File: src/hw/slpc_pkg.sv
// Constants, types and register layout of the SDRAM low-power sequencer.
// Assumes the sequencer shares its clock with the memory controller it drives.
//
// Functional notes
// - Device sleeps on low-power interface request.
// - Program device, init memory, then issue Go.
// - After Go, poll status until Ready.
// - Pause from Ready, wait for Paused.
// - Configure from Paused, wait for Config.
// - Sleep only after Paused is reported.
// - Wakeup, wait Paused, then Go, wait Ready.
// - Low-power interface request brings device out.
// - Restart every stopped clock before wake-up.
// - Remove bus power only with split domains.
// - Restore bus power, pulse bus reset, stay asleep.
// - Prefer both clocks stopped in self-refresh.
package slpc_pkg;

  // Clock period of the sequencer in nanoseconds.
  localparam int unsigned CLK_PERIOD_NS = 25;

  // Time the device clocks need after restart before a command.
  localparam int unsigned CLK_SETTLE_NS = 200;
  // Time the bus power domain needs to come up.
  localparam int unsigned PWR_SETTLE_NS = 10000;
  // Least time the bus-domain reset of the device is held.
  localparam int unsigned RST_HOLD_NS   = 1000;
  // Cycle counts derived from the times; least times round up.
  localparam int unsigned CLK_SETTLE_CYC = (CLK_SETTLE_NS + CLK_PERIOD_NS - 1) / CLK_PERIOD_NS;
  localparam int unsigned PWR_SETTLE_CYC = (PWR_SETTLE_NS + CLK_PERIOD_NS - 1) / CLK_PERIOD_NS;
  localparam int unsigned RST_HOLD_CYC   = (RST_HOLD_NS + CLK_PERIOD_NS - 1) / CLK_PERIOD_NS;
  // Default number of status polls before a sequence gives up.
  localparam int unsigned POLL_LIMIT_DEF = 1024;

  // Offsets of the sequencer's own registers.
  localparam logic [7:0] REG_CMD    = 8'h00;
  localparam logic [7:0] REG_DADDR  = 8'h04;
  localparam logic [7:0] REG_DWDATA = 8'h08;
  localparam logic [7:0] REG_DRDATA = 8'h0c;
  localparam logic [7:0] REG_STATUS = 8'h10;
  localparam logic [7:0] REG_CFG    = 8'h14;

  // Field positions of the status register.
  localparam int unsigned ST_BUSY    = 0;
  localparam int unsigned ST_STATE   = 1;
  localparam int unsigned ST_ERR     = 3;
  localparam int unsigned ST_ACK     = 4;
  localparam int unsigned ST_ACTIVE  = 5;
  localparam int unsigned ST_PWROFF  = 6;
  localparam int unsigned ST_CLKSTOP = 7;
  // Field positions and reset value of the configuration register.
  localparam int unsigned CFG_STOPCLK = 0;
  localparam int unsigned CFG_PWROFF  = 1;
  localparam logic [1:0]  CFG_RESET   = 2'h1;

  // Device state codes read back from its status field.
  localparam logic [1:0] DEV_CONFIG = 2'h0;
  localparam logic [1:0] DEV_READY  = 2'h1;
  localparam logic [1:0] DEV_PAUSED = 2'h2;
  localparam logic [1:0] DEV_LOWPWR = 2'h3;

  // Operations that software starts by writing the command register.
  typedef enum logic [3:0] {
    OP_GO       = 4'h0,
    OP_PAUSE    = 4'h1,
    OP_CONFIG   = 4'h2,
    OP_SLEEP    = 4'h3,
    OP_WAKE     = 4'h4,
    OP_HW_SLEEP = 4'h5,
    OP_HW_WAKE  = 4'h6,
    OP_RAW_WR   = 4'h7,
    OP_RAW_RD   = 4'h8
  } slpc_op_t;

  // One register access towards the device.
  typedef struct packed {
    logic        write;
    logic [11:0] addr;
    logic [31:0] wdata;
  } slpc_req_t;

  // Register-port pins driven towards the device.
  typedef struct packed {
    logic        psel;
    logic        penable;
    logic        pwrite;
    logic [11:0] paddr;
    logic [31:0] pwdata;
  } slpc_apb_t;

  // One device command paired with the status that confirms it.
  typedef struct packed {
    logic       valid;
    logic [2:0] cmd;
    logic [1:0] want;
  } slpc_pair_t;

endpackage

File: src/hw/slpc_apb_master.sv
// Single-access register-port master towards the memory controller.
// Assumes the device register port runs on the same clock, with wait states.
module slpc_apb_master
  import slpc_pkg::*;
(
  // Clock and reset.
  input  wire logic                clk,
  input  wire logic                rst_n,
  // Request side.
  input  wire logic                start,
  input  wire slpc_pkg::slpc_req_t req,
  output logic                     done,
  output logic [31:0]              rdata_q,
  // Device side.
  output slpc_pkg::slpc_apb_t      apb_q,
  input  wire logic [31:0]         prdata,
  input  wire logic                pready
);

  // Transfer phase of the port.
  typedef enum logic [1:0] {M_IDLE, M_SETUP, M_ACCESS} slpc_mph_t;
  slpc_mph_t ph_q;

  // The phase advances; a start outside idle is dropped by the caller's design.
  always_ff @(posedge clk)
  begin
    if (!rst_n)
      ph_q <= M_IDLE;
    else
    begin
      unique case (ph_q)
        M_IDLE:   if (start) ph_q <= M_SETUP;
        M_SETUP:  ph_q <= M_ACCESS;
        M_ACCESS: if (pready) ph_q <= M_IDLE;
      endcase
    end
  end

  // Pins are held steady from setup until the device answers.
  always_ff @(posedge clk)
  begin
    if (!rst_n)
      apb_q <= '0;
    else if (ph_q == M_IDLE && start)
    begin
      apb_q.psel    <= 1'b1;
      apb_q.penable <= 1'b0;
      apb_q.pwrite  <= req.write;
      apb_q.paddr   <= req.addr;
      apb_q.pwdata  <= req.wdata;
    end
    else if (ph_q == M_SETUP)
      apb_q.penable <= 1'b1;
    else if (ph_q == M_ACCESS && pready)
    begin
      apb_q.psel    <= 1'b0;
      apb_q.penable <= 1'b0;
    end
  end

  // Read data are caught on the completing cycle and held.
  always_ff @(posedge clk)
  begin
    if (!rst_n)
      rdata_q <= '0;
    else if (ph_q == M_ACCESS && pready && !apb_q.pwrite)
      rdata_q <= prdata;
  end

  // Completion is a one-cycle pulse in the cycle the device answers.
  assign done = (ph_q == M_ACCESS) && pready;

endmodule

File: src/hw/slpc_ctrl.sv
// Low-power sequencer that drives a memory controller through its register
// port and its low-power handshake, and steers clock stop and bus power.
// Assumes all device pins are synchronous to clk and clocks are gated outside.
//
// Added by the designer: the plain strobed port and the placing of the registers.
module slpc_ctrl
  import slpc_pkg::*;
#(
  parameter logic [11:0] DEV_STATUS_ADDR = 12'h000,  // Device status register.
  parameter logic [11:0] DEV_CMD_ADDR    = 12'h004,  // Device command register.
  parameter logic [2:0]  DCMD_GO         = 3'h0,     // Go command code.
  parameter logic [2:0]  DCMD_SLEEP      = 3'h1,     // Sleep command code.
  parameter logic [2:0]  DCMD_WAKEUP     = 3'h2,     // Wakeup command code.
  parameter logic [2:0]  DCMD_PAUSE      = 3'h3,     // Pause command code.
  parameter logic [2:0]  DCMD_CONFIGURE  = 3'h4,     // Configure command code.
  parameter bit          SPLIT_DOMAINS   = 1'b1,     // Device has split power domains.
  parameter int unsigned POLL_LIMIT      = slpc_pkg::POLL_LIMIT_DEF,
  parameter int unsigned PWR_SETTLE      = slpc_pkg::PWR_SETTLE_CYC,
  parameter int unsigned RST_HOLD        = slpc_pkg::RST_HOLD_CYC,
  parameter int unsigned CLK_SETTLE      = slpc_pkg::CLK_SETTLE_CYC
)
(
  // Clock and reset.
  input  wire logic        clk,
  input  wire logic        rst_n,
  // Software register port.
  input  wire logic [7:0]  addr,
  input  wire logic [31:0] wdata,
  input  wire logic        wr,
  input  wire logic        rd,
  output logic [31:0]      rdata_q,
  // Device register port.
  output logic             psel,
  output logic             penable,
  output logic             pwrite,
  output logic [11:0]      paddr,
  output logic [31:0]      pwdata,
  input  wire logic [31:0] prdata,
  input  wire logic        pready,
  // Device low-power handshake.
  output logic             csysreq,
  input  wire logic        csysack,
  input  wire logic        cactive,
  // Clock, power and reset control of the device domains.
  output logic             bus_clk_stop_q,
  output logic             mem_clk_stop_q,
  output logic             bus_pwr_en_q,
  output logic             bus_rst_n_q
);

  import slpc_pkg::*;

  // Sequencer states.
  typedef enum logic [3:0] {
    S_IDLE, S_PWR_ON, S_RST_HOLD, S_SETTLE, S_PROBE, S_PROBE_WAIT,
    S_NEXT, S_CMD, S_CMD_WAIT, S_POLL, S_POLL_WAIT, S_LP_REQ, S_PARK,
    S_RAW, S_RAW_WAIT
  } slpc_state_t;

  slpc_state_t state_q;           // Current sequencer state.
  slpc_op_t    op_q;              // Operation in progress.
  logic [1:0]  cfg_q;             // Clock-stop and power-off choices.
  logic [11:0] daddr_q;           // Device address for raw access.
  logic [31:0] dwdata_q;          // Device write data for raw access.
  logic [31:0] drdata_q;          // Last raw read result.
  logic [1:0]  dev_state_q;       // Last device status seen.
  logic        err_q;             // Sticky timeout flag.
  logic        csysreq_q;         // Low-power request, high means run.
  logic        step_q;            // Index of the command pair in a sequence.
  logic [15:0] tmr_q;             // Settle and hold timer.
  logic [15:0] poll_q;            // Poll attempts in the current wait.
  slpc_pair_t  pair;              // Pair chosen for the current step.
  slpc_req_t   mreq;              // Access handed to the port master.
  logic        mstart;            // Starts one device access.
  logic        mdone;             // Device access has completed.
  logic [31:0] mrdata;            // Device read data, valid in the completing cycle.
  slpc_apb_t   apb;               // Device port pins from the master.
  logic        cmd_wr;            // Software write of an operation.
  logic        busy;              // A sequence is running.

  // Picks the device command and expected status for a step of an operation.
  function automatic slpc_pair_t pick_pair(slpc_op_t op, logic step, logic [1:0] st);
    slpc_pair_t p;
    p = '0;
    unique case (op)
      OP_GO:     if (!step) p = '{1'b1, DCMD_GO, DEV_READY};
      OP_PAUSE:  if (!step) p = '{1'b1, DCMD_PAUSE, DEV_PAUSED};
      OP_CONFIG:
      begin
        if (!step && st != DEV_PAUSED)
          p = '{1'b1, DCMD_PAUSE, DEV_PAUSED};
        else if (!step || st == DEV_PAUSED)
          p = '{1'b1, DCMD_CONFIGURE, DEV_CONFIG};
      end
      // Sleep is sent only once Paused is seen.
      OP_SLEEP:
      begin
        if (!step && st != DEV_PAUSED)
          p = '{1'b1, DCMD_PAUSE, DEV_PAUSED};
        else if (st == DEV_PAUSED)
          p = '{1'b1, DCMD_SLEEP, DEV_LOWPWR};
      end
      // Wakeup to Paused, then Go to Ready.
      OP_WAKE:
      begin
        if (!step)
          p = '{1'b1, DCMD_WAKEUP, DEV_PAUSED};
        else
          p = '{1'b1, DCMD_GO, DEV_READY};
      end
      default: p = '0;
    endcase
    return p;
  endfunction

  assign busy   = (state_q != S_IDLE);
  assign cmd_wr = wr && (addr == REG_CMD) && !busy;
  assign pair   = pick_pair(op_q, step_q, dev_state_q);

  // Software configuration and raw access registers.
  always_ff @(posedge clk)
  begin
    if (!rst_n)
    begin
      cfg_q    <= CFG_RESET;
      daddr_q  <= '0;
      dwdata_q <= '0;
    end
    else if (wr)
    begin
      // The raw access registers hold still while busy; the configuration register takes writes at any time.
      if (addr == REG_CFG)
        cfg_q <= wdata[1:0];
      else if (addr == REG_DADDR && !busy)
        daddr_q <= wdata[11:0];
      else if (addr == REG_DWDATA && !busy)
        dwdata_q <= wdata;
    end
  end

  // Operation latch; a write during a sequence is refused.
  always_ff @(posedge clk)
  begin
    if (!rst_n)
      op_q <= OP_GO;
    else if (cmd_wr)
      op_q <= slpc_op_t'(wdata[3:0]);
  end

  // Main sequencer.
  always_ff @(posedge clk)
  begin
    if (!rst_n)
      state_q <= S_IDLE;
    else
    begin
      unique case (state_q)
        S_IDLE:
        begin
          if (cmd_wr)
          begin
            unique case (wdata[3:0])
              OP_WAKE, OP_HW_WAKE:
                // Restore bus power before any wake.
                state_q <= bus_pwr_en_q ? S_SETTLE : S_PWR_ON;
              OP_HW_SLEEP:           state_q <= S_LP_REQ;
              OP_RAW_WR, OP_RAW_RD:  state_q <= S_RAW;
              OP_GO, OP_PAUSE, OP_CONFIG, OP_SLEEP: state_q <= S_PROBE;
              // Unknown operation codes are ignored.
              default:               state_q <= S_IDLE;
            endcase
          end
        end
        S_PWR_ON:   if (tmr_q == 16'h0000) state_q <= S_RST_HOLD;
        S_RST_HOLD: if (tmr_q == 16'h0000) state_q <= S_SETTLE;
        S_SETTLE:
        begin
          if (tmr_q == 16'h0000)
            state_q <= (op_q == OP_HW_WAKE) ? S_LP_REQ : S_PROBE;
        end
        S_PROBE:      state_q <= S_PROBE_WAIT;
        S_PROBE_WAIT: if (mdone) state_q <= S_NEXT;
        S_NEXT:
        begin
          if (pair.valid)
            state_q <= S_CMD;
          else if (op_q == OP_SLEEP)
            state_q <= S_PARK;
          else
            state_q <= S_IDLE;
        end
        S_CMD:      state_q <= S_CMD_WAIT;
        S_CMD_WAIT: if (mdone) state_q <= S_POLL;
        S_POLL:     state_q <= S_POLL_WAIT;
        S_POLL_WAIT:
        begin
          if (mdone)
          begin
            if (mrdata[1:0] == pair.want)
              state_q <= (step_q || op_q == OP_GO || op_q == OP_PAUSE) ?
                         ((op_q == OP_SLEEP) ? S_PARK : S_IDLE) : S_NEXT;
            else if (poll_q >= 16'(POLL_LIMIT - 1))
              state_q <= S_IDLE;
            else
              state_q <= S_POLL;
          end
        end
        S_LP_REQ:
        begin
          // Wait for the device to follow the request level.
          if (csysack == csysreq_q)
            state_q <= (op_q == OP_HW_SLEEP) ? S_PARK : S_IDLE;
          else if (poll_q >= 16'(POLL_LIMIT - 1))
            state_q <= S_IDLE;
        end
        S_PARK:     state_q <= S_IDLE;
        S_RAW:      state_q <= S_RAW_WAIT;
        S_RAW_WAIT: if (mdone) state_q <= S_IDLE;
      endcase
    end
  end

  // Step index within a two-pair sequence.
  always_ff @(posedge clk)
  begin
    if (!rst_n)
      step_q <= 1'b0;
    else if (state_q == S_PROBE)
      step_q <= 1'b0;
    else if (state_q == S_POLL_WAIT && mdone && mrdata[1:0] == pair.want)
      step_q <= 1'b1;
  end

  // Settle timer, loaded on entry to each timed state.
  always_ff @(posedge clk)
  begin
    if (!rst_n)
      tmr_q <= '0;
    else if (state_q == S_IDLE && cmd_wr)
      tmr_q <= bus_pwr_en_q ? 16'(CLK_SETTLE - 1) : 16'(PWR_SETTLE - 1);
    else if (state_q == S_PWR_ON && tmr_q == 16'h0000)
      tmr_q <= 16'(RST_HOLD - 1);
    else if (state_q == S_RST_HOLD && tmr_q == 16'h0000)
      tmr_q <= 16'(CLK_SETTLE - 1);
    else if (tmr_q != 16'h0000)
      tmr_q <= tmr_q - 16'h0001;
  end

  // Poll counter, restarted by each command write and each handshake.
  always_ff @(posedge clk)
  begin
    if (!rst_n)
      poll_q <= '0;
    else if (state_q == S_CMD || state_q == S_IDLE)
      poll_q <= '0;
    else if ((state_q == S_POLL_WAIT && mdone) || state_q == S_LP_REQ)
      poll_q <= poll_q + 16'h0001;
  end

  // Sticky timeout flag; a new operation clears it.
  always_ff @(posedge clk)
  begin
    if (!rst_n)
      err_q <= 1'b0;
    else if ((state_q == S_POLL_WAIT && mdone && mrdata[1:0] != pair.want
              && poll_q >= 16'(POLL_LIMIT - 1))
             || (state_q == S_LP_REQ && csysack != csysreq_q
              && poll_q >= 16'(POLL_LIMIT - 1)))
      err_q <= 1'b1;
    else if (cmd_wr)
      err_q <= 1'b0;
  end

  // Device state as last read, and raw read data.
  always_ff @(posedge clk)
  begin
    if (!rst_n)
    begin
      // A freshly reset device sits in Config.
      dev_state_q <= DEV_CONFIG;
      drdata_q    <= '0;
    end
    else if (mdone && (state_q == S_PROBE_WAIT || state_q == S_POLL_WAIT))
      // After a bus power restore the probe shows sleep.
      dev_state_q <= mrdata[1:0];
    else if (mdone && state_q == S_RAW_WAIT && op_q == OP_RAW_RD)
      drdata_q <= mrdata;
  end

  // Low-power request level; high while the device should run.
  always_ff @(posedge clk)
  begin
    if (!rst_n)
      csysreq_q <= 1'b1;
    else if (state_q == S_IDLE && cmd_wr && wdata[3:0] == OP_HW_SLEEP)
      csysreq_q <= 1'b0;
    else if (state_q == S_SETTLE && tmr_q == 16'h0000 && op_q == OP_HW_WAKE)
      csysreq_q <= 1'b1;
  end

  // Clock stop and bus power, applied only once self-refresh is reached.
  always_ff @(posedge clk)
  begin
    if (!rst_n)
    begin
      bus_clk_stop_q <= 1'b0;
      mem_clk_stop_q <= 1'b0;
      bus_pwr_en_q   <= 1'b1;
    end
    else if (state_q == S_PARK)
    begin
      bus_clk_stop_q <= cfg_q[CFG_STOPCLK];
      mem_clk_stop_q <= cfg_q[CFG_STOPCLK];
      // Bus power goes only with split domains.
      if (SPLIT_DOMAINS && cfg_q[CFG_PWROFF])
        bus_pwr_en_q <= 1'b0;
    end
    else if (state_q == S_PWR_ON)
      bus_pwr_en_q <= 1'b1;
    else if (state_q == S_RST_HOLD)
    begin
      // Clocks restart before the wake commands.
      bus_clk_stop_q <= 1'b0;
      mem_clk_stop_q <= 1'b0;
    end
    else if (state_q == S_SETTLE)
    begin
      bus_clk_stop_q <= 1'b0;
      mem_clk_stop_q <= 1'b0;
    end
  end

  // Bus-domain reset of the device, pulsed after a power restore.
  always_ff @(posedge clk)
  begin
    if (!rst_n)
      bus_rst_n_q <= 1'b1;
    else
      // Reset held while the restore hold runs.
      bus_rst_n_q <= (state_q != S_RST_HOLD);
  end

  // Access request to the port master.
  always_comb
  begin
    mstart = 1'b0;
    mreq   = '{1'b0, DEV_STATUS_ADDR, 32'h0000_0000};
    unique case (state_q)
      S_PROBE, S_POLL:
        mstart = 1'b1;
      S_CMD:
      begin
        // Commands go through the device command register.
        mstart = 1'b1;
        mreq   = '{1'b1, DEV_CMD_ADDR, {29'h0000_0000, pair.cmd}};
      end
      S_RAW:
      begin
        // Software programs the device through raw accesses.
        mstart = 1'b1;
        mreq   = '{(op_q == OP_RAW_WR), daddr_q, dwdata_q};
      end
      default:
        mstart = 1'b0;
    endcase
  end

  // Register-port master towards the device.
  slpc_apb_master u_master (
    .clk     (clk),
    .rst_n   (rst_n),
    .start   (mstart),
    .req     (mreq),
    .done    (mdone),
    .rdata_q (),
    .apb_q   (apb),
    .prdata  (prdata),
    .pready  (pready)
  );

  assign psel    = apb.psel;
  assign penable = apb.penable;
  assign pwrite  = apb.pwrite;
  assign paddr   = apb.paddr;
  assign pwdata  = apb.pwdata;
  assign csysreq = csysreq_q;
  // The master's register lags the completing edge, so decisions take the live data.
  assign mrdata  = prdata;

  // Software read port, data in the cycle after the strobe.
  always_ff @(posedge clk)
  begin
    if (!rst_n)
      rdata_q <= '0;
    else if (rd)
    begin
      unique case (addr)
        REG_DADDR:  rdata_q <= {20'h00000, daddr_q};
        REG_DWDATA: rdata_q <= dwdata_q;
        REG_DRDATA: rdata_q <= drdata_q;
        REG_STATUS: rdata_q <= {24'h000000, mem_clk_stop_q, ~bus_pwr_en_q, cactive,
                                csysack, err_q, dev_state_q, busy};
        REG_CFG:    rdata_q <= {30'h00000000, cfg_q};
        // Unmapped offsets and the command register read as zero.
        default:    rdata_q <= '0;
      endcase
    end
    else
      rdata_q <= '0;
  end

endmodule

File: config.mk
export PLATFORM = sky130hd
export DESIGN_NAME = slpc_ctrl
export DESIGN_NICKNAME = d
export VERILOG_FILES = /design/src/hw/slpc_pkg.sv /design/src/hw/slpc_apb_master.sv /design/src/hw/slpc_ctrl.sv
export SDC_FILE = /design/constraint.sdc
export NUM_CORES = 1
export LEC_CHECK = 0
export BUFFER_PORTS_ARGS = -buffer_cell sky130_fd_sc_hd__buf_2
export CAP_MARGIN = 30
export CORE_MARGIN = 2
export CORE_UTILIZATION = 38
export CTS_BUF_LIST = sky130_fd_sc_hd__clkbuf_4 sky130_fd_sc_hd__clkbuf_8
export DETAILED_ROUTE_END_ITERATION = 12
export REMOVE_ABC_BUFFERS = 1
export SLEW_MARGIN = 20
export SYNTH_ARGS = -nofsm -noshare
export SYNTH_HDL_FRONTEND = slang
export SYNTH_SLANG_ARGS = --single-unit
File: constraint.sdc
create_clock -name clk -period 2.9 [get_ports clk]
set_input_delay 0.29 -clock clk [delete_from_list [all_inputs] [get_ports clk]]
set_output_delay 0.29 -clock clk [all_outputs]
set_load 0.03 [all_outputs]
==> impl_metrics.env, run 1 <==
export IMPL_outcome="finished clean"
export IMPL_tritoncts="yes"
export IMPL_synthArstFlopShare_pct=0
export IMPL_synth_seq_cells=207
export IMPL_port_buffers=162
export IMPL_worstSetupStartpointType="flip-flop"
export IMPL_core_rowCount=54
export IMPL_synth_flop_cell="dfxtp_1"
export IMPL_grt_antenna_before_repair=0
export IMPL_final_common_cell="dfxtp_1"
export IMPL_die_w_um=154
export IMPL_n_antenna_cell=0
export IMPL_p_leak_uw=0.00447
export IMPL_crit_chain="inv_1 > ha_1 > or3b_2 > nor4_4 > nor4_1 > or3_1 > mux2_4 > a211oi_2"
export IMPL_nFillCells=2152
export IMPL_tightest_slew_ns=0.659
export IMPL_crit_required_ns=3.33
export IMPL_layout_min_cycle_time_ns=2.67
export IMPL_post_cts_resize_count=0
export IMPL_syn_inst=1001
export IMPL_wirelength_um=25700
export IMPL_grt_overflow_total=0
export IMPL_htreeDepth=2
export IMPL_routabilityCongestion=0.884
export IMPL_ant_nets=0
export IMPL_cts_root_buf="clkbuf_8"
export IMPL_crit_buf_inv=1
export IMPL_rsz0062_at_grt="false"
export IMPL_report_power_total_uw=8250
export IMPL_cp_arrival_ns=3.10
export IMPL_peakVddDrop_mv=0.462
export IMPL_power_density_mw_per_mm2=745
export IMPL_grt_pass1_vias=7471
export IMPL_critPathMaxStageDelay_ns=0.51
export IMPL_skew_ns=0.0307
export IMPL_setup_violations=0
export IMPL_grt_pass1_wl_um=40200
export IMPL_drtPass1Iterations=5
export IMPL_wl_per_cell_um=17.0
export IMPL_clk_pin_slew_ns=0.06
export IMPL_critPathKind="flip-flop to flip-flop"
export IMPL_hold_end="dwdata_q[5]$_SDFFE_PN0P_"
export IMPL_hp_class="input port to flip-flop"
export IMPL_dp_hpwl_um=16900
export IMPL_path_max_fanout=8
export IMPL_hold_viol_final=0
export IMPL_final_cell_mix="dfxtp_1, nand2_1, buf_2"
export IMPL_period_share_pct=92.1
export IMPL_ys_seq_area_share_pct=48.3
export IMPL_vias=7948
export IMPL_clk_latency_ns=0.54
export IMPL_fp_coreArea_sq_mm=0.0220
export IMPL_viasPerCell=5.25
export IMPL_gr_usage_all_layers_pct=21.0
export IMPL_drive_gt1_share_pct=22.5
export IMPL_rr_startpoint="tmr_q[0]$_SDFFE_PN0P_"
export IMPL_r2r_end="state_q[0]$_SDFFE_PN0P_"
export IMPL_drv_slew=0
export IMPL_fin_area_sq_mm=0.0111
export IMPL_max_freq_mhz=374
export IMPL_clk_path_buf_depth=3
export IMPL_design_die_area_sq_mm=0.0238
export IMPL_io_pins=163
export IMPL_min_from="wdata[5]"
export IMPL_grt_max_degree=61
export IMPL_numCtsBuffers=37
export IMPL_hold_path_depth=3
export IMPL_cp_slowest_cell="or3b_2"
export IMPL_reg2regPathDepth=8
export IMPL_path_delay_family="simple AND/OR/NAND/NOR gates"
export IMPL_initial_core_util_pct=39.0
export IMPL_multi_input_area_sq_mm=0.00412
export IMPL_first_iter_violations=506
export IMPL_ff2ff_setup_slack_ns=0.23
export IMPL_die_height_um=154
export IMPL_syn_area_per_cell_sq_um=8.58
export IMPL_synth_edf_count=0
export IMPL_finalNetCount=1292
export IMPL_drc_errors=0
export IMPL_cts_sinks=207
export IMPL_yosysUniqueCellTypes=67
export IMPL_netlist_area_sq_mm=0.00859
export IMPL_area_growth_pct=29.0
export IMPL_postCtsSetupBuffers=0
export IMPL_cp_end_kind="flip-flop"
export IMPL_yosysWarnings=0
export IMPL_maxCapViolCount=0
export IMPL_utilization_pct=50.3
export IMPL_ff_latch_area_sq_mm=0.00414
export IMPL_slew_headroom_pct=55.7
export IMPL_place_area_sq_mm=0.00973
-- tightest hold or removal path, stage by stage --
cell and delay [ns]:
buf_2 0.12, nand2_1 0.05, a21oi_1 0.05
-- flip-flops by register name, indices dropped and copies added, names as in the netlist, 2 cells and up --
register and count:
cfg_q 2, daddr_q 12, dev_state_q 2, drdata_q 32, dwdata_q 32, op_q 4, poll_q 16, rdata_q 32
state_q 4, tmr_q 16, u_master.apb_q 47, u_master.ph_q 2
-- cell usage after synthesis (all sizes together) (6+ instances only) --
master / count / share of area, %
a21oi: 107 / 6.2
a222oi: 8 / 0.93
a22o: 40 / 4.1
and3: 8 / 0.58
buf: 12 / 0.64
clkbuf: 61 / 2.7
dfxtp: 207 / 48
ha: 6 / 0.87
inv: 13 / 0.57
mux2: 14 / 1.9
mux2i: 26 / 3.0
nand2: 205 / 9.0
nand3: 21 / 1.2
nor2: 90 / 3.9
nor2b: 7 / 0.51
nor3: 14 / 0.82
nor4: 9 / 0.83
o21ai: 15 / 0.87
or4: 8 / 0.70
xnor2: 10 / 1.0
xor2: 19 / 1.9
-- through the flow --
step	hold WS, ns	setup WS [ns]	std cells	setup TNS (ns)
2_1_floorplan	0.362	-0.525	928	-37.11
3_3_place_gp	0.439	0.322	1394	0
3_5_place_dp	0.443	0.281	1396	0
4_1_cts	0.00112	0.250	1513	0
5_1_grt	0.000653	0.124	1513	0
6_report	0.0256	0.228	1513	0
-- what timing repair did --
item / CTS / global route
hold buffers: 52 / 0
endpoints found under the hold margin: 54 / 0
setup endpoints to repair: 0 / 0
-- final cells by class --
cell class / count / share of cell area [%]
Clock buffer: 60 / 6.89
Clock inverter: 5 / 0.576
Inverter: 13 / 0.452
Multi-Input combinational cell: 708 / 37.2
Sequential cell: 207 / 37.4
Tap cell: 280 / 3.16
Timing Repair Buffer: 240 / 14.3
-- power by group --
group	internal [uW]	switching [uW]
clock network	1760	1210
registers	2980	127
logic	833	1340
-- routing by layer --
metal | global-route usage [%] | part of all wire (%) | wire (um) | up-vias
li1 | - | - | - | 3915
met1 | 28.4 | 46 | 11800 | 3700
met2 | 34.8 | 46 | 11800 | 294
met3 | 3.56 | 6.5 | 1670 | 39
met4 | 5.47 | 1.7 | 442 | 0
met5 | 0 | 0 | 0 | -
-- how the worst max path moves through the flow --
stage	start	end	slack, ns	cells past startpoint
3_3_place_gp	tmr_q[0]$_SDFFE_PN0P_	state_q[0]$_SDFFE_PN0P_	0.32	8
6_report	tmr_q[0]$_SDFFE_PN0P_	state_q[0]$_SDFFE_PN0P_	0.23	8
3_5_place_dp	tmr_q[0]$_SDFFE_PN0P_	state_q[0]$_SDFFE_PN0P_	0.28	8
2_1_floorplan	addr[0]	dwdata_q[0]$_SDFFE_PN0P_	-0.53	5
4_1_cts	tmr_q[0]$_SDFFE_PN0P_	state_q[0]$_SDFFE_PN0P_	0.25	8
5_1_grt	tmr_q[0]$_SDFFE_PN0P_	state_q[0]$_SDFFE_PN0P_	0.12	8
-- logic make-up (layout without fill, tap and decap cells) --
group,Yosys count,in the layout,synth area share [%]
AO/OA/AOI/OAI,221,221,17.0
XOR/XNOR,29,29,2.96
adder cells (fa/ha/maj),6,6,0.874
buffers and inverters,86,318,3.88
flip-flops,207,207,48.3
multiplexers,40,40,4.91
AND/OR/NAND/NOR,412,412,22.1
(Power assumes the default switching activity.)
==> inputs of run 2 (changes only) <==
--- a/config.mk
+++ b/config.mk
@@ -11,6 +11,7 @@
 export CORE_UTILIZATION = 38
 export CTS_BUF_LIST = sky130_fd_sc_hd__clkbuf_4 sky130_fd_sc_hd__clkbuf_8
 export DETAILED_ROUTE_END_ITERATION = 12
+export MAX_ROUTING_LAYER = met4
 export REMOVE_ABC_BUFFERS = 1
 export SLEW_MARGIN = 20
 export SYNTH_ARGS = -nofsm -noshare
==> run 2 against run 1 <==
Effect of this change: fmax decreased by 3.4%; clock power increased by 6%; worst setup slack got worse by 0.094 ns; cell count increased by 0.46%; critical path type unchanged; largest power group is now clock.
==> impl_metrics.env, run 2 (synthesis results as in run 1) <==
export IMPL_core_rowCount=54
export IMPL_hp_class="input port to flip-flop"
export IMPL_cp_arrival_ns=3.22
export IMPL_max_freq_mhz=362
export IMPL_io_pins=163
export IMPL_finalNetCount=1297
export IMPL_nFillCells=2087
export IMPL_ant_nets=0
export IMPL_rsz0062_at_grt="false"
export IMPL_seq_power_share_pct=36.8
export IMPL_postCtsSetupBuffers=0
export IMPL_period_share_pct=95.4
export IMPL_final_common_cell="dfxtp_1"
export IMPL_initial_core_util_pct=39.0
export IMPL_drc_errors=0
export IMPL_grt_pass1_vias=7609
export IMPL_p_leak_uw=0.00452
export IMPL_critPathKind="flip-flop to flip-flop"
export IMPL_port_buffers=162
export IMPL_holdWs_ns=0.0223
export IMPL_clk_path_buf_depth=3
export IMPL_cts_sinks=207
export IMPL_ff2ff_setup_slack_ns=0.13
export IMPL_p_int_uw=5720
export IMPL_p_switching_uw=2740
export IMPL_dp_hpwl_um=17200
export IMPL_fp_coreArea_sq_mm=0.0220
export IMPL_comb_power_share_pct=26.3
export IMPL_clk_latency_ns=0.53
export IMPL_fin_area_sq_mm=0.0112
export IMPL_gr_usage_all_layers_pct=21.8
export IMPL_cts_root_buf="clkbuf_8"
export IMPL_p_sw_share_pct=32.4
export IMPL_report_power_total_uw=8460
export IMPL_grt_antenna_before_repair=0
export IMPL_power_density_mw_per_mm2=758
export IMPL_slew_headroom_pct=58.2
export IMPL_wl_met2_um=11700
export IMPL_skew_ns=0.0179
export IMPL_tightest_slew_ns=0.626
export IMPL_final_cell_mix="dfxtp_1, nand2_1, buf_2"
export IMPL_design_die_area_sq_mm=0.0238
export IMPL_outcome="finished clean"
export IMPL_drv_slew=0
export IMPL_top_layer="met4"
export IMPL_regMostFlops="u_master.apb_q"
export IMPL_viasPerCell=5.23
export IMPL_hold_viol_final=0
export IMPL_tritoncts="yes"
export IMPL_wirelength_um=25900
export IMPL_crit_required_ns=3.35
export IMPL_vias=7953
export IMPL_clk_pin_slew_ns=0.06
export IMPL_peakVddDrop_mv=0.404
export IMPL_wl_met1_um=12000
export IMPL_met3WireLength_um=1710
export IMPL_grt_max_degree=70
export IMPL_htreeDepth=2
export IMPL_wl_per_cell_um=17.0
export IMPL_die_w_um=154
export IMPL_die_height_um=154
export IMPL_drtPass1Iterations=6
export IMPL_maxCapViolCount=0
export IMPL_area_growth_pct=30.1
export IMPL_layout_min_cycle_time_ns=2.77
export IMPL_drive_gt1_share_pct=22.7
export IMPL_routabilityCongestion=0.911
export IMPL_cp_end_kind="flip-flop"
export IMPL_setup_violations=0
export IMPL_largest_reg_flops=47
export IMPL_grt_pass1_wl_um=40500
export IMPL_grt_overflow_total=0
export IMPL_numCtsBuffers=38
export IMPL_n_antenna_cell=0
export IMPL_first_iter_violations=477
export IMPL_pwr_share_clk_pct=36.9
export IMPL_place_area_sq_mm=0.00975
export IMPL_path_max_fanout=8
export IMPL_worstSetupStartpointType="flip-flop"
==> run 2: cell types whose count changed in the layout (fill, tap and decap cells not counted), sizes merged <==
cell         previous run  this run
buf                   188       190
clkbuf                 60        55
inv                    12        14
bufinv                  1         3
dlygate4sd3            52        54
clkinv                  4         8
==> run 2: layer usage <==
metal  track usage, %  vias up
met3             3.73       42
met5                -        -
met2             34.7      293
met1             28.7     3688
met4             5.64        0
li1                 -     3930
==> run 2: final timing paths <==
| check | depth (start not counted) | endpoint | start |
|---|---|---|---|
| setup reg to reg | 8 | state_q[0]$_SDFFE_PN0P_ | tmr_q[0]$_SDFFE_PN0P_ |
| hold / removal | 3 | daddr_q[6]$_SDFFE_PN0P_ | wdata[6] |
| setup / recovery | 8 | state_q[0]$_SDFFE_PN0P_ | tmr_q[0]$_SDFFE_PN0P_ |
| hold reg to reg | 2 | drdata_q[4]$_SDFFE_PN0P_ | drdata_q[4]$_SDFFE_PN0P_ |
==> run 2: final cells by class <==
cell class                 count  area (sq um)  area share (%)
sequential                   207          4140            37.1
multi-input combinational    708          4120            36.9
timing repair buffer         244          1630            14.6
clock buffer                  55           713            6.39
tap                          280           350            3.14
clock inverter                13           161            1.45
inverter                      13          50.0           0.448
==> run 2: critical path, stage by stage (launching register included) <==
cell and delay (ns):
dfxtp_1 0.32, inv_1 0.10, ha_1 0.24, or3b_2 0.51, nor4_4 0.42, nor4_1 0.09, or3_1 0.48, mux2_4 0.35
a211oi_2 0.18
==> run 2: repair_timing <==
item                      CTS  global route
hold buffers               54             0
resized for setup           0             0
hold endpoints to repair   60             0
==> run 2: power groups by stage <==
stage / Combinational, uW / Clock, uW / Sequential [uW]
finish: 2220 / 3130 / 3120
global placement: 2110 / 0 / 3170
global route: 2450 / 3360 / 3130
floorplan: 1310 / 0 / 3260
detailed placement: 2140 / 0 / 3170
CTS: 2210 / 3210 / 3110
==> run 2: per-stage QoR <==
step / setup TNS [ns] / util (%) / worst slack, ns / instances
2_1_floorplan: -37.11 / - / -0.525 / 928
3_3_place_gp: 0 / 44.0 / 0.230 / 1396
3_5_place_dp: 0 / 44.3 / 0.183 / 1398
4_1_cts: 0 / 50.7 / 0.160 / 1520
5_1_grt: 0 / 50.7 / 0.0283 / 1520
6_report: 0 / 50.7 / 0.134 / 1520
